==> src/pkg/sos_consts.vh <==
// timing and width constants for the start-up and overcurrent sequencer
`ifndef SOS_CONSTS_VH
`define SOS_CONSTS_VH
`define SOS_CLK_MHZ 250
`define SOS_DELAY_US 6800
`define SOS_DELAY_CYC (`SOS_DELAY_US * `SOS_CLK_MHZ)
`define SOS_RAMP_US 6800
`define SOS_RAMP_STEPS 64
`define SOS_STEP_CYC ((`SOS_RAMP_US * `SOS_CLK_MHZ) / `SOS_RAMP_STEPS)
`define SOS_SAMPLE_MAX_US 3400
`define SOS_SAMPLE_CYC (`SOS_SAMPLE_MAX_US * `SOS_CLK_MHZ)
`define SOS_INIT_CYC 16
`define SOS_BLANK_NS 200
`define SOS_BLANK_CYC ((`SOS_BLANK_NS * `SOS_CLK_MHZ) / 1000)
`define SOS_MINLS_NS 425
`define SOS_MINLS_CYC ((`SOS_MINLS_NS * `SOS_CLK_MHZ + 999) / 1000)
`define SOS_NARROW_LIMIT 3
`define SOS_DUMMY_CYCLES 2
`define SOS_SET_W 8
`endif

==> src/hdl/sos_sequencer.v <==
// start-up, soft-start and overcurrent hiccup sequencer
// Contract
// - reference ramps zero to final over ramp time
// - ramp is 64 fixed equal digital steps
// - error amp enabled after short init interval
// - ramp passing final level ends soft-start
// - total start-up bounded by delay plus ramp; the code adds sample and init time on top
// - prebias low: switches off until ramp exceeds
// - prebias high: switches off whole ramp, then pull
// - soft-start completes even without input rail
// - enable release repeats full initialization
// - no new set-point sample during retry
// - overcurrent protection active during soft-start
// - overcurrent turns output off at once
// - hiccup: two dummy timeouts then one try
// - sample starts after reset plus delay
// - sampling disables low gate, drives source
// - set point held in counter for DAC
// - monitoring starts after blanking delay
// - monitoring stops when low gate falls
// - third narrow low pulse stretched to minimum
// - trip at twice the held set point
// - start when bias rail passes reset threshold
// - defer start while enable held low
// - retry period between two and three ramps
// - timing from own clock, not switching clock
`timescale 1ns/10ps
`include "sos_consts.vh"
module sos_sequencer #(
  parameter integer DELAY_CYC = `SOS_DELAY_CYC,
  parameter integer STEP_CYC = `SOS_STEP_CYC,
  parameter integer SAMPLE_CYC = `SOS_SAMPLE_CYC,
  parameter integer SET_W = `SOS_SET_W
) (
  // clock and reset
  input wire i_clk,
  input wire i_rst_n,
  // supply and enable monitors
  input wire i_bias_supply_ok,
  input wire i_enable_above_trip,
  // set-point sampling: comparator of dac against pin voltage
  input wire i_sample_reached,
  // output prebias comparators (output vs ramp, output vs target)
  input wire i_out_above_ramp,
  input wire i_out_above_target,
  // switching pwm and low-side current sense
  input wire i_pwm_low_gate,
  input wire i_low_drop_over_trip,
  // control outputs
  output reg o_ref_ramp_en,
  output reg [5:0] o_ref_step,
  output reg o_err_amp_en,
  output reg o_switch_en,
  output reg o_soft_start_done,
  output reg o_sample_current_source,
  output reg o_low_gate_disable,
  output reg [SET_W-1:0] o_trip_dac,
  output reg [SET_W:0] o_trip_compare,
  output reg o_low_gate,
  output reg o_overcurrent_guard
);
  // overview of the sequence, as seen from the output pins:
  // - wait: nothing switches; the low gate driver is held disabled
  // - delay: fixed settling time so the bias regulator starts cleanly
  // - sample: the trip dac counts up until it meets the pin voltage
  // - init: short pause before the error amplifier is let loose
  // - ramp: reference climbs in equal steps from zero
  // - regulate: reference sits at its final level
  // - hiccup: two dummy ramp times, then one real ramp attempt
  // limitations a user must know:
  // - the ramp rate is fixed by STEP_CYC; nothing outside can change it
  // - a missing low pulse is not inserted, only a narrow one stretched
  // - the held set point survives shut-down until the next sample,
  //   but is forgotten when the bias rail drops
  // - every interval is counted on i_clk alone, so the switching
  //   frequency never changes start-up or retry timing
  // trade-off: a single 32-bit interval timer is shared by all timed states
  // instead of one counter per interval; it costs a wide comparator
  // per state but keeps the flop count low
  // hazard: the trip term is combinational from a pin input, so every
  // output that must drop at once on a trip is gated by it directly
  // rather than waiting for the state register to move on

  // one-hot states
  localparam [6:0] ST_WAIT = 7'h01;
  localparam [6:0] ST_DELAY = 7'h02;
  localparam [6:0] ST_SAMPLE = 7'h04;
  localparam [6:0] ST_INIT = 7'h08;
  localparam [6:0] ST_RAMP = 7'h10;
  localparam [6:0] ST_REG = 7'h20;
  localparam [6:0] ST_HICCUP = 7'h40;
  localparam [31:0] BLANK = `SOS_BLANK_CYC;
  localparam [31:0] MINLS = `SOS_MINLS_CYC;

  reg [6:0] state_q; // sequencer state
  reg [31:0] timer_q; // shared interval timer
  reg [6:0] step_q; // ramp step count, bit 6 = past final
  reg [1:0] dummy_q; // dummy timeouts done in hiccup
  reg have_set_q; // a set point was sampled
  reg prebias_lo_q; // output below target but above ramp
  reg prebias_hi_q; // output above target at start
  reg [7:0] blank_q; // low-side window timer
  reg [1:0] narrow_q; // consecutive narrow pulses
  reg stretch_q; // stretching a narrow pulse to minimum
  reg [7:0] stretch_cnt_q; // stretched pulse width count
  reg pwm_d1_q; // previous pwm level for edges
  wire trip; // qualified overcurrent event

  // window: blanking after pwm rise, ends when the low gate falls
  wire pwm_rise = i_pwm_low_gate & ~pwm_d1_q;
  wire pwm_fall = ~i_pwm_low_gate & pwm_d1_q;
  wire gate_now = i_pwm_low_gate | stretch_q;
  wire window = gate_now & (blank_q >= BLANK[7:0]);
  // outside ramp/regulate nothing switches, so no trips count
  assign trip = window & i_low_drop_over_trip & o_switch_en &
    (state_q == ST_RAMP || state_q == ST_REG);

  // low-side window and narrow-pulse stretching
  always @(posedge i_clk) begin
    if (!i_rst_n) begin
      pwm_d1_q <= 1'b0;
      blank_q <= 8'h00;
      narrow_q <= 2'h0;
      stretch_q <= 1'b0;
      stretch_cnt_q <= 8'h00;
    end else begin
      pwm_d1_q <= i_pwm_low_gate;
      // blanking count restarts on each pwm rising edge
      if (pwm_rise)
        blank_q <= 8'h01;
      else if (gate_now && blank_q != 8'hff)
        blank_q <= blank_q + 8'h01;
      else if (!gate_now)
        blank_q <= 8'h00;
      // a low pulse shorter than minimum counts as narrow
      if (pwm_fall && !stretch_q) begin
        if (blank_q < MINLS[7:0]) begin
          if (narrow_q == `SOS_NARROW_LIMIT - 1) begin
            // third narrow pulse: stretch it to minimum width
            stretch_q <= 1'b1;
            stretch_cnt_q <= blank_q;
            narrow_q <= 2'h0;
          end else begin
            narrow_q <= narrow_q + 2'h1;
          end
        end else begin
          narrow_q <= 2'h0;
        end
      end
      if (stretch_q) begin
        stretch_cnt_q <= stretch_cnt_q + 8'h01;
        if (stretch_cnt_q >= MINLS[7:0] - 8'h01)
          stretch_q <= 1'b0;
      end
    end
  end

  // main sequencer
  always @(posedge i_clk) begin
    if (!i_rst_n) begin
      state_q <= ST_WAIT;
      timer_q <= 32'h0000_0000;
      step_q <= 7'h00;
      dummy_q <= 2'h0;
      have_set_q <= 1'b0;
      prebias_lo_q <= 1'b0;
      prebias_hi_q <= 1'b0;
      o_trip_dac <= {SET_W{1'b0}};
    end else if (!i_bias_supply_ok) begin
      // bias lost: held set point is gone too
      state_q <= ST_WAIT;
      have_set_q <= 1'b0;
      step_q <= 7'h00;
      timer_q <= 32'h0000_0000;
    end else if (!i_enable_above_trip) begin
      // shut-down: hold off and re-sample after release
      state_q <= ST_WAIT;
      step_q <= 7'h00;
      timer_q <= 32'h0000_0000;
    end else begin
      case (state_q)
        ST_WAIT: begin
          state_q <= ST_DELAY;
          timer_q <= 32'h0000_0000;
        end
        ST_DELAY: begin
          // fixed post-reset delay, own clock only
          timer_q <= timer_q + 32'h0000_0001;
          if (timer_q >= DELAY_CYC - 1) begin
            state_q <= ST_SAMPLE;
            timer_q <= 32'h0000_0000;
            o_trip_dac <= {SET_W{1'b0}};
          end
        end
        ST_SAMPLE: begin
          // counter climbs until dac meets pin voltage
          timer_q <= timer_q + 32'h0000_0001;
          if (i_sample_reached || &o_trip_dac ||
              timer_q >= SAMPLE_CYC - 1) begin
            state_q <= ST_INIT;
            have_set_q <= 1'b1;
            timer_q <= 32'h0000_0000;
            prebias_hi_q <= i_out_above_target;
          end else begin
            o_trip_dac <= o_trip_dac + {{(SET_W-1){1'b0}}, 1'b1};
          end
        end
        ST_INIT: begin
          timer_q <= timer_q + 32'h0000_0001;
          if (timer_q >= `SOS_INIT_CYC - 1) begin
            state_q <= ST_RAMP;
            timer_q <= 32'h0000_0000;
            step_q <= 7'h00;
            prebias_lo_q <= i_out_above_ramp & ~prebias_hi_q;
          end
        end
        ST_RAMP: begin
          if (trip) begin
            state_q <= ST_HICCUP;
            dummy_q <= 2'h0;
            step_q <= 7'h00;
            timer_q <= 32'h0000_0000;
          end else begin
            timer_q <= timer_q + 32'h0000_0001;
            // ramp advances regardless of output
            if (timer_q >= STEP_CYC - 1) begin
              timer_q <= 32'h0000_0000;
              step_q <= step_q + 7'h01;
            end
            if (prebias_lo_q && !i_out_above_ramp)
              prebias_lo_q <= 1'b0;
            if (step_q[6]) begin
              state_q <= ST_REG;
              prebias_hi_q <= 1'b0;
              prebias_lo_q <= 1'b0;
            end
          end
        end
        ST_REG: begin
          if (trip) begin
            state_q <= ST_HICCUP;
            dummy_q <= 2'h0;
            step_q <= 7'h00;
            timer_q <= 32'h0000_0000;
          end
        end
        ST_HICCUP: begin
          // dummy ramp timeouts; held set point reused
          timer_q <= timer_q + 32'h0000_0001;
          if (timer_q >= STEP_CYC * `SOS_RAMP_STEPS - 1) begin
            timer_q <= 32'h0000_0000;
            if (dummy_q == `SOS_DUMMY_CYCLES - 1) begin
              state_q <= ST_RAMP;
              step_q <= 7'h00;
              prebias_hi_q <= 1'b0;
              prebias_lo_q <= i_out_above_ramp;
            end else begin
              dummy_q <= dummy_q + 2'h1;
            end
          end
        end
        default: begin
          state_q <= ST_WAIT;
        end
      endcase
    end
  end

  // registered outputs
  always @(posedge i_clk) begin
    if (!i_rst_n) begin
      o_ref_ramp_en <= 1'b0;
      o_ref_step <= 6'h00;
      o_err_amp_en <= 1'b0;
      o_switch_en <= 1'b0;
      o_soft_start_done <= 1'b0;
      o_sample_current_source <= 1'b0;
      o_low_gate_disable <= 1'b1;
      o_trip_compare <= {(SET_W+1){1'b0}};
      o_low_gate <= 1'b0;
      o_overcurrent_guard <= 1'b0;
    end else begin
      // ramp, amplifier and done drop in the same cycle as the trip
      o_ref_ramp_en <= ~trip & (state_q == ST_RAMP);
      // final level is all ones once the ramp has passed it
      o_ref_step <= step_q[6] || state_q == ST_REG ? 6'h3f :
        step_q[5:0];
      o_err_amp_en <= ~trip &
        (state_q == ST_RAMP || state_q == ST_REG);
      // off at once on trip; off during prebias holds
      o_switch_en <= ~trip & ((state_q == ST_RAMP && !prebias_lo_q &&
        !prebias_hi_q) || state_q == ST_REG);
      o_soft_start_done <= ~trip & (state_q == ST_REG);
      o_sample_current_source <= (state_q == ST_DELAY ||
        state_q == ST_SAMPLE);
      o_low_gate_disable <= ~(state_q == ST_RAMP || state_q == ST_REG);
      // comparison threshold is double the held setting
      o_trip_compare <= have_set_q ? {o_trip_dac, 1'b0} :
        {(SET_W+1){1'b0}};
      o_low_gate <= gate_now & o_switch_en & ~trip;
      o_overcurrent_guard <= trip;
    end
  end
endmodule // sos_sequencer

==> config.mk <==
export PLATFORM = sky130hd
export DESIGN_NAME = sos_sequencer
export DESIGN_NICKNAME = d
export VERILOG_FILES = /design/src/hdl/sos_sequencer.v
export VERILOG_INCLUDE_DIRS = /design/src /design/src/pkg
export SDC_FILE = /design/constraint.sdc
export NUM_CORES = 1
export LEC_CHECK = 0
export ABC_AREA = 1
export BUFFER_PORTS_ARGS = -buffer_cell sky130_fd_sc_hd__buf_2
export CORE_ASPECT_RATIO = 0.6
export CORE_UTILIZATION = 55
export CTS_CLUSTER_SIZE = 12
export DETAILED_ROUTE_END_ITERATION = 8
export HOLD_SLACK_MARGIN = 0.02
export MAX_ROUTING_LAYER = met4
export PLACE_DENSITY = 0.85
export SLEW_MARGIN = 20
export SYNTH_ARGS = -nofsm -noshare
export SYNTH_HDL_FRONTEND = slang
export SYNTH_SLANG_ARGS = --single-unit
export TNS_END_PERCENT = 20
==> constraint.sdc <==
create_clock -name i_clk -period 1.8 [get_ports i_clk]
set_input_delay 0.36 -clock i_clk [delete_from_list [all_inputs] [get_ports i_clk]]
set_output_delay 0.36 -clock i_clk [all_outputs]
set_load 0.1 [all_outputs]
Word level (Yosys, flattened, before mapping)
Index checks and enable logic that the tools add are counted.
{"block": "totals", "ff_bits": 102, "in_bits": 9, "output_inout_bits": 31, "elab_cells": 184}
{"block": "op_classes", "n_addsub": 7, "n_lt_le_gt_ge": 8, "eq_ne": 26, "n_mux": 59, "bitwise": 20, "n_reduce_logical": 39}
{"cell": "32-bit two-way mux", "count": 7}
{"cell": "32-bit case mux with 7 select lines", "count": 1}
{"cell": "7-bit two-way mux", "count": 14}
{"cell": "32-bit by 21-bit >= comparator with 1-bit output, second input constant", "count": 2}
{"cell": "8-bit two-way mux", "count": 8}
{"cell": "7-bit case mux with 7 select lines", "count": 1}
{"cell": "32-bit by 1-bit adder with 32-bit output, second input constant", "count": 1}
{"cell": "32-bit by 15-bit >= comparator with 1-bit output, second input constant", "count": 1}
{"cell": "32-bit by 20-bit >= comparator with 1-bit output, second input constant", "count": 1}
{"cell": "32-bit by 4-bit >= comparator with 1-bit output, second input constant", "count": 1}
{"cell": "7-bit case mux with 4 select lines", "count": 1}
{"cell": "8-bit by 1-bit adder with 8-bit output, second input constant", "count": 3}
{"cell": "8-bit AND reduction", "count": 3}
{"cell": "2-bit != test, second input constant", "count": 10}
{"cell": "1-bit two-way mux", "count": 17}
{"cell": "8-bit case mux with 2 select lines", "count": 1}
{"cell": "1-bit bitwise AND", "count": 13}
{"cell": "6-bit AND reduction", "count": 2}
{"cell": "2-bit two-way mux", "count": 5}
{"cell": "2-bit nonzero test", "count": 5}
{"cell": "3-bit != test, second input constant", "count": 3}
{"cell": "3-bit AND reduction", "count": 3}
{"cell": "8-bit by 6-bit >= comparator with 1-bit output, second input constant", "count": 1}
{"cell": "8-bit by 7-bit >= comparator with 1-bit output, second input constant", "count": 1}
{"cell": "30 further kinds", "count": 54}

Depth between registers and ports, before layout
{"block": "depth", "depth_word": 7, "mapped_depth": 15, "depth_no_buf": 14}

Worst setup path before layout
No wires, ideal clock.
{"block": "synth_path", "path_type": "register -> register", "startpoint": "register o_trip_dac[0]", "endpoint": "register timer_q[12]", "setup_time_ns": 0.110, "t_arrival_ns": 2.310, "required_ns": 1.690, "slack_ns": -0.621, "path_stages_with_launch": 14, "path_buffers": 1, "synth_period_minus_slack_ns": 2.421, "path_cell_list": "dfxtp_1 ha_1 nand2_1 nor2_1 nand2_1 nand2_1 nor2_1 nand3_2 nand2_2 nor2_4 nand3_4 nand2_4 buf_12 nor2_2"}
{"block": "synth_between", "elab_chain_cells": 5}
{"element": "from (decl)", "line_no": "sos_sequencer.v:57", "source": "output reg [SET_W-1:0] o_trip_dac,"}
{"element": "from (signal assigned)", "line_no": "sos_sequencer.v:168", "source": "o_trip_dac <= {SET_W{1'b0}};"}
{"element": "from (signal assigned)", "line_no": "sos_sequencer.v:192", "source": "o_trip_dac <= {SET_W{1'b0}};"}
{"element": "from (signal assigned)", "line_no": "sos_sequencer.v:205", "source": "o_trip_dac <= o_trip_dac + {{(SET_W-1){1'b0}}, 1'b1};"}
{"element": "8-bit AND reduction", "line_no": "sos_sequencer.v:198", "source": "if (i_sample_reached || &o_trip_dac ||"}
{"element": "1-bit logical OR (2 in series)", "line_no": "sos_sequencer.v:198"}
{"element": "32-bit two-way mux", "line_no": "sos_sequencer.v:198"}
{"element": "32-bit case mux with 7 select lines", "line_no": "sos_sequencer.v:181", "source": "case (state_q)"}
{"element": "to (signal assigned)", "line_no": "sos_sequencer.v:188", "source": "timer_q <= timer_q + 32'h0000_0001;"}
{"element": "to (signal assigned)", "line_no": "sos_sequencer.v:197", "source": "timer_q <= timer_q + 32'h0000_0001;"}
{"element": "to (signal assigned)", "line_no": "sos_sequencer.v:209", "source": "timer_q <= timer_q + 32'h0000_0001;"}
{"element": "to (decl)", "line_no": "sos_sequencer.v:96", "source": "reg [31:0] timer_q;"}
No other way between the ends.
A chain may end at the register's enable or synchronous reset.

Final worst setup path
{"block": "layout_path", "startpoint": "register state_q[5]", "endpoint": "register timer_q[4]"}
{"block": "layout_between", "elab_chain_cells": 5, "word_cells_on_any_way": 14, "cone_classes": "eq/ne: 8; mux: 2; bitwise: 1; reduce/logical: 3"}
{"element": "from (decl)", "line_no": "sos_sequencer.v:95", "source": "reg [6:0] state_q;"}
{"element": "from (signal assigned)", "line_no": "sos_sequencer.v:161", "source": "state_q <= ST_WAIT;"}
{"element": "from (signal assigned)", "line_no": "sos_sequencer.v:171", "source": "state_q <= ST_WAIT;"}
{"element": "from (signal assigned)", "line_no": "sos_sequencer.v:177", "source": "state_q <= ST_WAIT;"}
{"element": "7-bit by 5-bit == test with 1-bit output / 7-bit by 6-bit == test with 1-bit output (equally long branches)", "line_no": "sos_sequencer.v:116, sos_sequencer.v:181"}
{"element": "1-bit logical OR", "line_no": "sos_sequencer.v:116", "source": "(state_q == ST_RAMP || state_q == ST_REG);"}
{"element": "1-bit bitwise AND", "line_no": "sos_sequencer.v:115", "source": "assign trip = window & i_low_drop_over_trip & o_switch_en &"}
{"element": "32-bit two-way mux / 2-bit != test (equally long branches)"}
{"element": "32-bit case mux with 7 select lines / 2-bit AND reduction (equally long branches)"}
{"element": "to (signal assigned)", "line_no": "sos_sequencer.v:188"}
{"element": "to (signal assigned)", "line_no": "sos_sequencer.v:197"}
{"element": "to (signal assigned)", "line_no": "sos_sequencer.v:224", "source": "timer_q <= timer_q + 32'h0000_0001;"}
Parallel ways exist; a longest one is shown, timed or not.

==> metrics.txt <==
cts hold-fix bufs 0; Multi-input gate area 3580 um2; syn nets 903; flops & latches, synth 101; worst-margin pin slew 849 ps; Post-synth EDFFs 0; Syn Inst Count 884; # port buffers 38; Max H-tree Level 3; first-pass GRT wire length 25.9 mm; setup violators final 45; grt ovf 0; via count 6532; Ys Warns 0; WL per Instance 16.1 um; RSZ-0062 raised after global routing yes; Final Max Tran Viols 0; CTS root buffer clkbuf_16; Row Count 28; Synth top area share 35.1%; first-iteration detailed-routing DRC count 952; TNS Setup -5660 ps; via/cell ratio 5.68; crit path cell chain buf_4 -> nor2_4 -> nand2_2 -> nor2_4 -> nor2_2 -> nand2_2 -> inv_2 -> nand2_4 -> nand2_8 -> buf_6 -> o21ai_0 -> nand2_1 -> inv_1 -> nor2_2; Fmax 478 MHz; synthesized cell area 5760 um2; Final min period 2090 ps; Worst EP required 2040 ps; status finished, violations left; CTS tree done; layout cells sized above 1 29.5%; Synth area leaders dfxtp_1 (35%), nand2_1 (13%), nor2_1 (11%); Clock Path Buffers 2; Overall Global Routing Usage 31.3%; Clock Pin Slew Worst Setup and Hold Paths 70 ps; FF+latch area 2080 um2; initial antenna violation count 0; post-synth top area cell dfxtp_1; chip height 81.2 um; Die ar. 10900 um2; critical path class register to register; pwr dens 571 nW/um2; period utilization 116%; Main synth FF type dfxtp_1; Avg Inst Size Synth 6.51 um2; initial core utilization 57.5%; DP Worst Slack -177 ps; drt pass-1 iters 8; Worst slew margin 43.3%; vias in the first global route 5248; Worst Setup Start Kind register; HP Class input port to register; dominant cell by count in the synthesized netlist nand2_1; Core Area 10000 um2; LEAKAGE 3.30 nW; Area growth, synth to finish 31.4%; dpl cell area 6680 um2; Post-Route WL 18.6 mm; FFs w/ async S/R, synth 0%; crit path max fanout 7; slowest cell on the critical path dfxtp_1; cts bufs inserted 9; # IOs 40; Crit. End Element register; worst vdd ir 0.000454 V; Worst Clk Skew 9.17 ps; Routed Antenna Nets 0; Layout fillers 714; final worst slack -294 ps; final hold violation count 0; gp weighted congestion 1.05; DPL Wire Length 11.7 mm; max capacitance violation total 0; sequential element share of the synthesized area 35.1%; Worst EP arrival 2340 ps; ant diodes 0; DRC Markers 0; failing checks negative setup slack; design area 7570 um2; Worst path max stage delay 320 ps; Clock Sinks 101; Final #Nets 1030; largest net degree at the start of global routing 23; die width 134 um; Core Util, Final 75.5%; Yosys cell types 43; Clock Latency Late Sink 350 ps; Synth top cells by count nand2_1 (202), nor2_1 (162), inv_1 (114)
## worst paths after layout
path / startpoint / to / slack, ps / cells past startpoint
worst min-delay path: i_bias_supply_ok / have_set_q / 290 / 3
worst max-delay path: state_q[5] / timer_q[4] / -290 / 14
worst min register to register: timer_q[27] / timer_q[27] / 440 / 2
worst max register to register: state_q[5] / timer_q[4] / -290 / 14
## sequential cells by signal, indices dropped and copies added, names as in the netlist, 2 cells and up
name and flops:
blank_q 8, o_trip_dac 8, timer_q 32, state_q 7
dummy_q 2, o_ref_step 6, step_q 7, narrow_q 2
o_trip_compare 8, stretch_cnt_q 8
## worst max-delay path, delay by kind of cell, from the launching register on
kind            cells  cell delay, ps
flops               1             320
simple gates        9             970
compound gates      1             200
buf+inv             4             490
## timing repair
item	4_1_cts	5_1_grt
cloned	1	2
endpoints found under the hold margin	0	0
endpoints found under the setup margin	46	62
buffers inserted	5	11
gates resized for setup	31	95
pin swaps	13	40
## metal layers
metal	global-route usage (%)	wire [um]
met1	45.2	7920
met2	42.1	7710
met3	8.99	2370
met4	7.30	562
met5	-	0
## stage by stage
stage / instances / power [W] / hold WS, ps
after floorplan: 884 / 0.00242 / 418
after global placement: 1116 / 0.00248 / 425
after detailed placement: 1116 / 0.00249 / 428
after CTS: 1138 / 0.00426 / 281
after global routing: 1151 / 0.00444 / 299
final: 1151 / 0.00432 / 289
## area by class of cell
type,instances,share of cell area [%]
clock inverters,4,0.314
clock buffers,12,3.26
well taps,135,2.23
inverters,121,6.10
multi-input cells,645,47.4
flip-flops and latches,101,27.5
repair buffers,133,13.2
## power breakdown
group	total, W	internal, W	switching (W)
logic	0.000265	0.0000936	0.000172
clock network	0.00182	0.000971	0.000853
registers	0.00223	0.00222	0.00000752
## cells by family (layout without fill, tap and decap cells)
family,after synthesis,in the layout,synth area share (%)
adders and majority gates,10,10,2.17
and+or+nand+nor,531,533,42.1
other,1,1,0.0651
buffers and inverters,140,270,9.91
xor gates and xnor gates,16,16,2.43
DFF,101,101,35.1
AOI/OAI and AO/OA,85,85,8.17
## cell usage in the layout (no fill, tap or decap), drive strengths merged, types with 2 or more instances in the layout
master / count
a21oi: 39
a31oi: 4
buf: 132
clkbuf: 13
clkinv: 4
dfxtp: 101
ha: 10
inv: 120
nand2: 218
nand3: 75
nand3b: 3
nand4: 23
nor2: 191
nor3: 19
o21a: 2
o21ai: 32
o21bai: 2
o22ai: 2
o31ai: 2
xor2: 15
(Power assumes the default switching activity.)
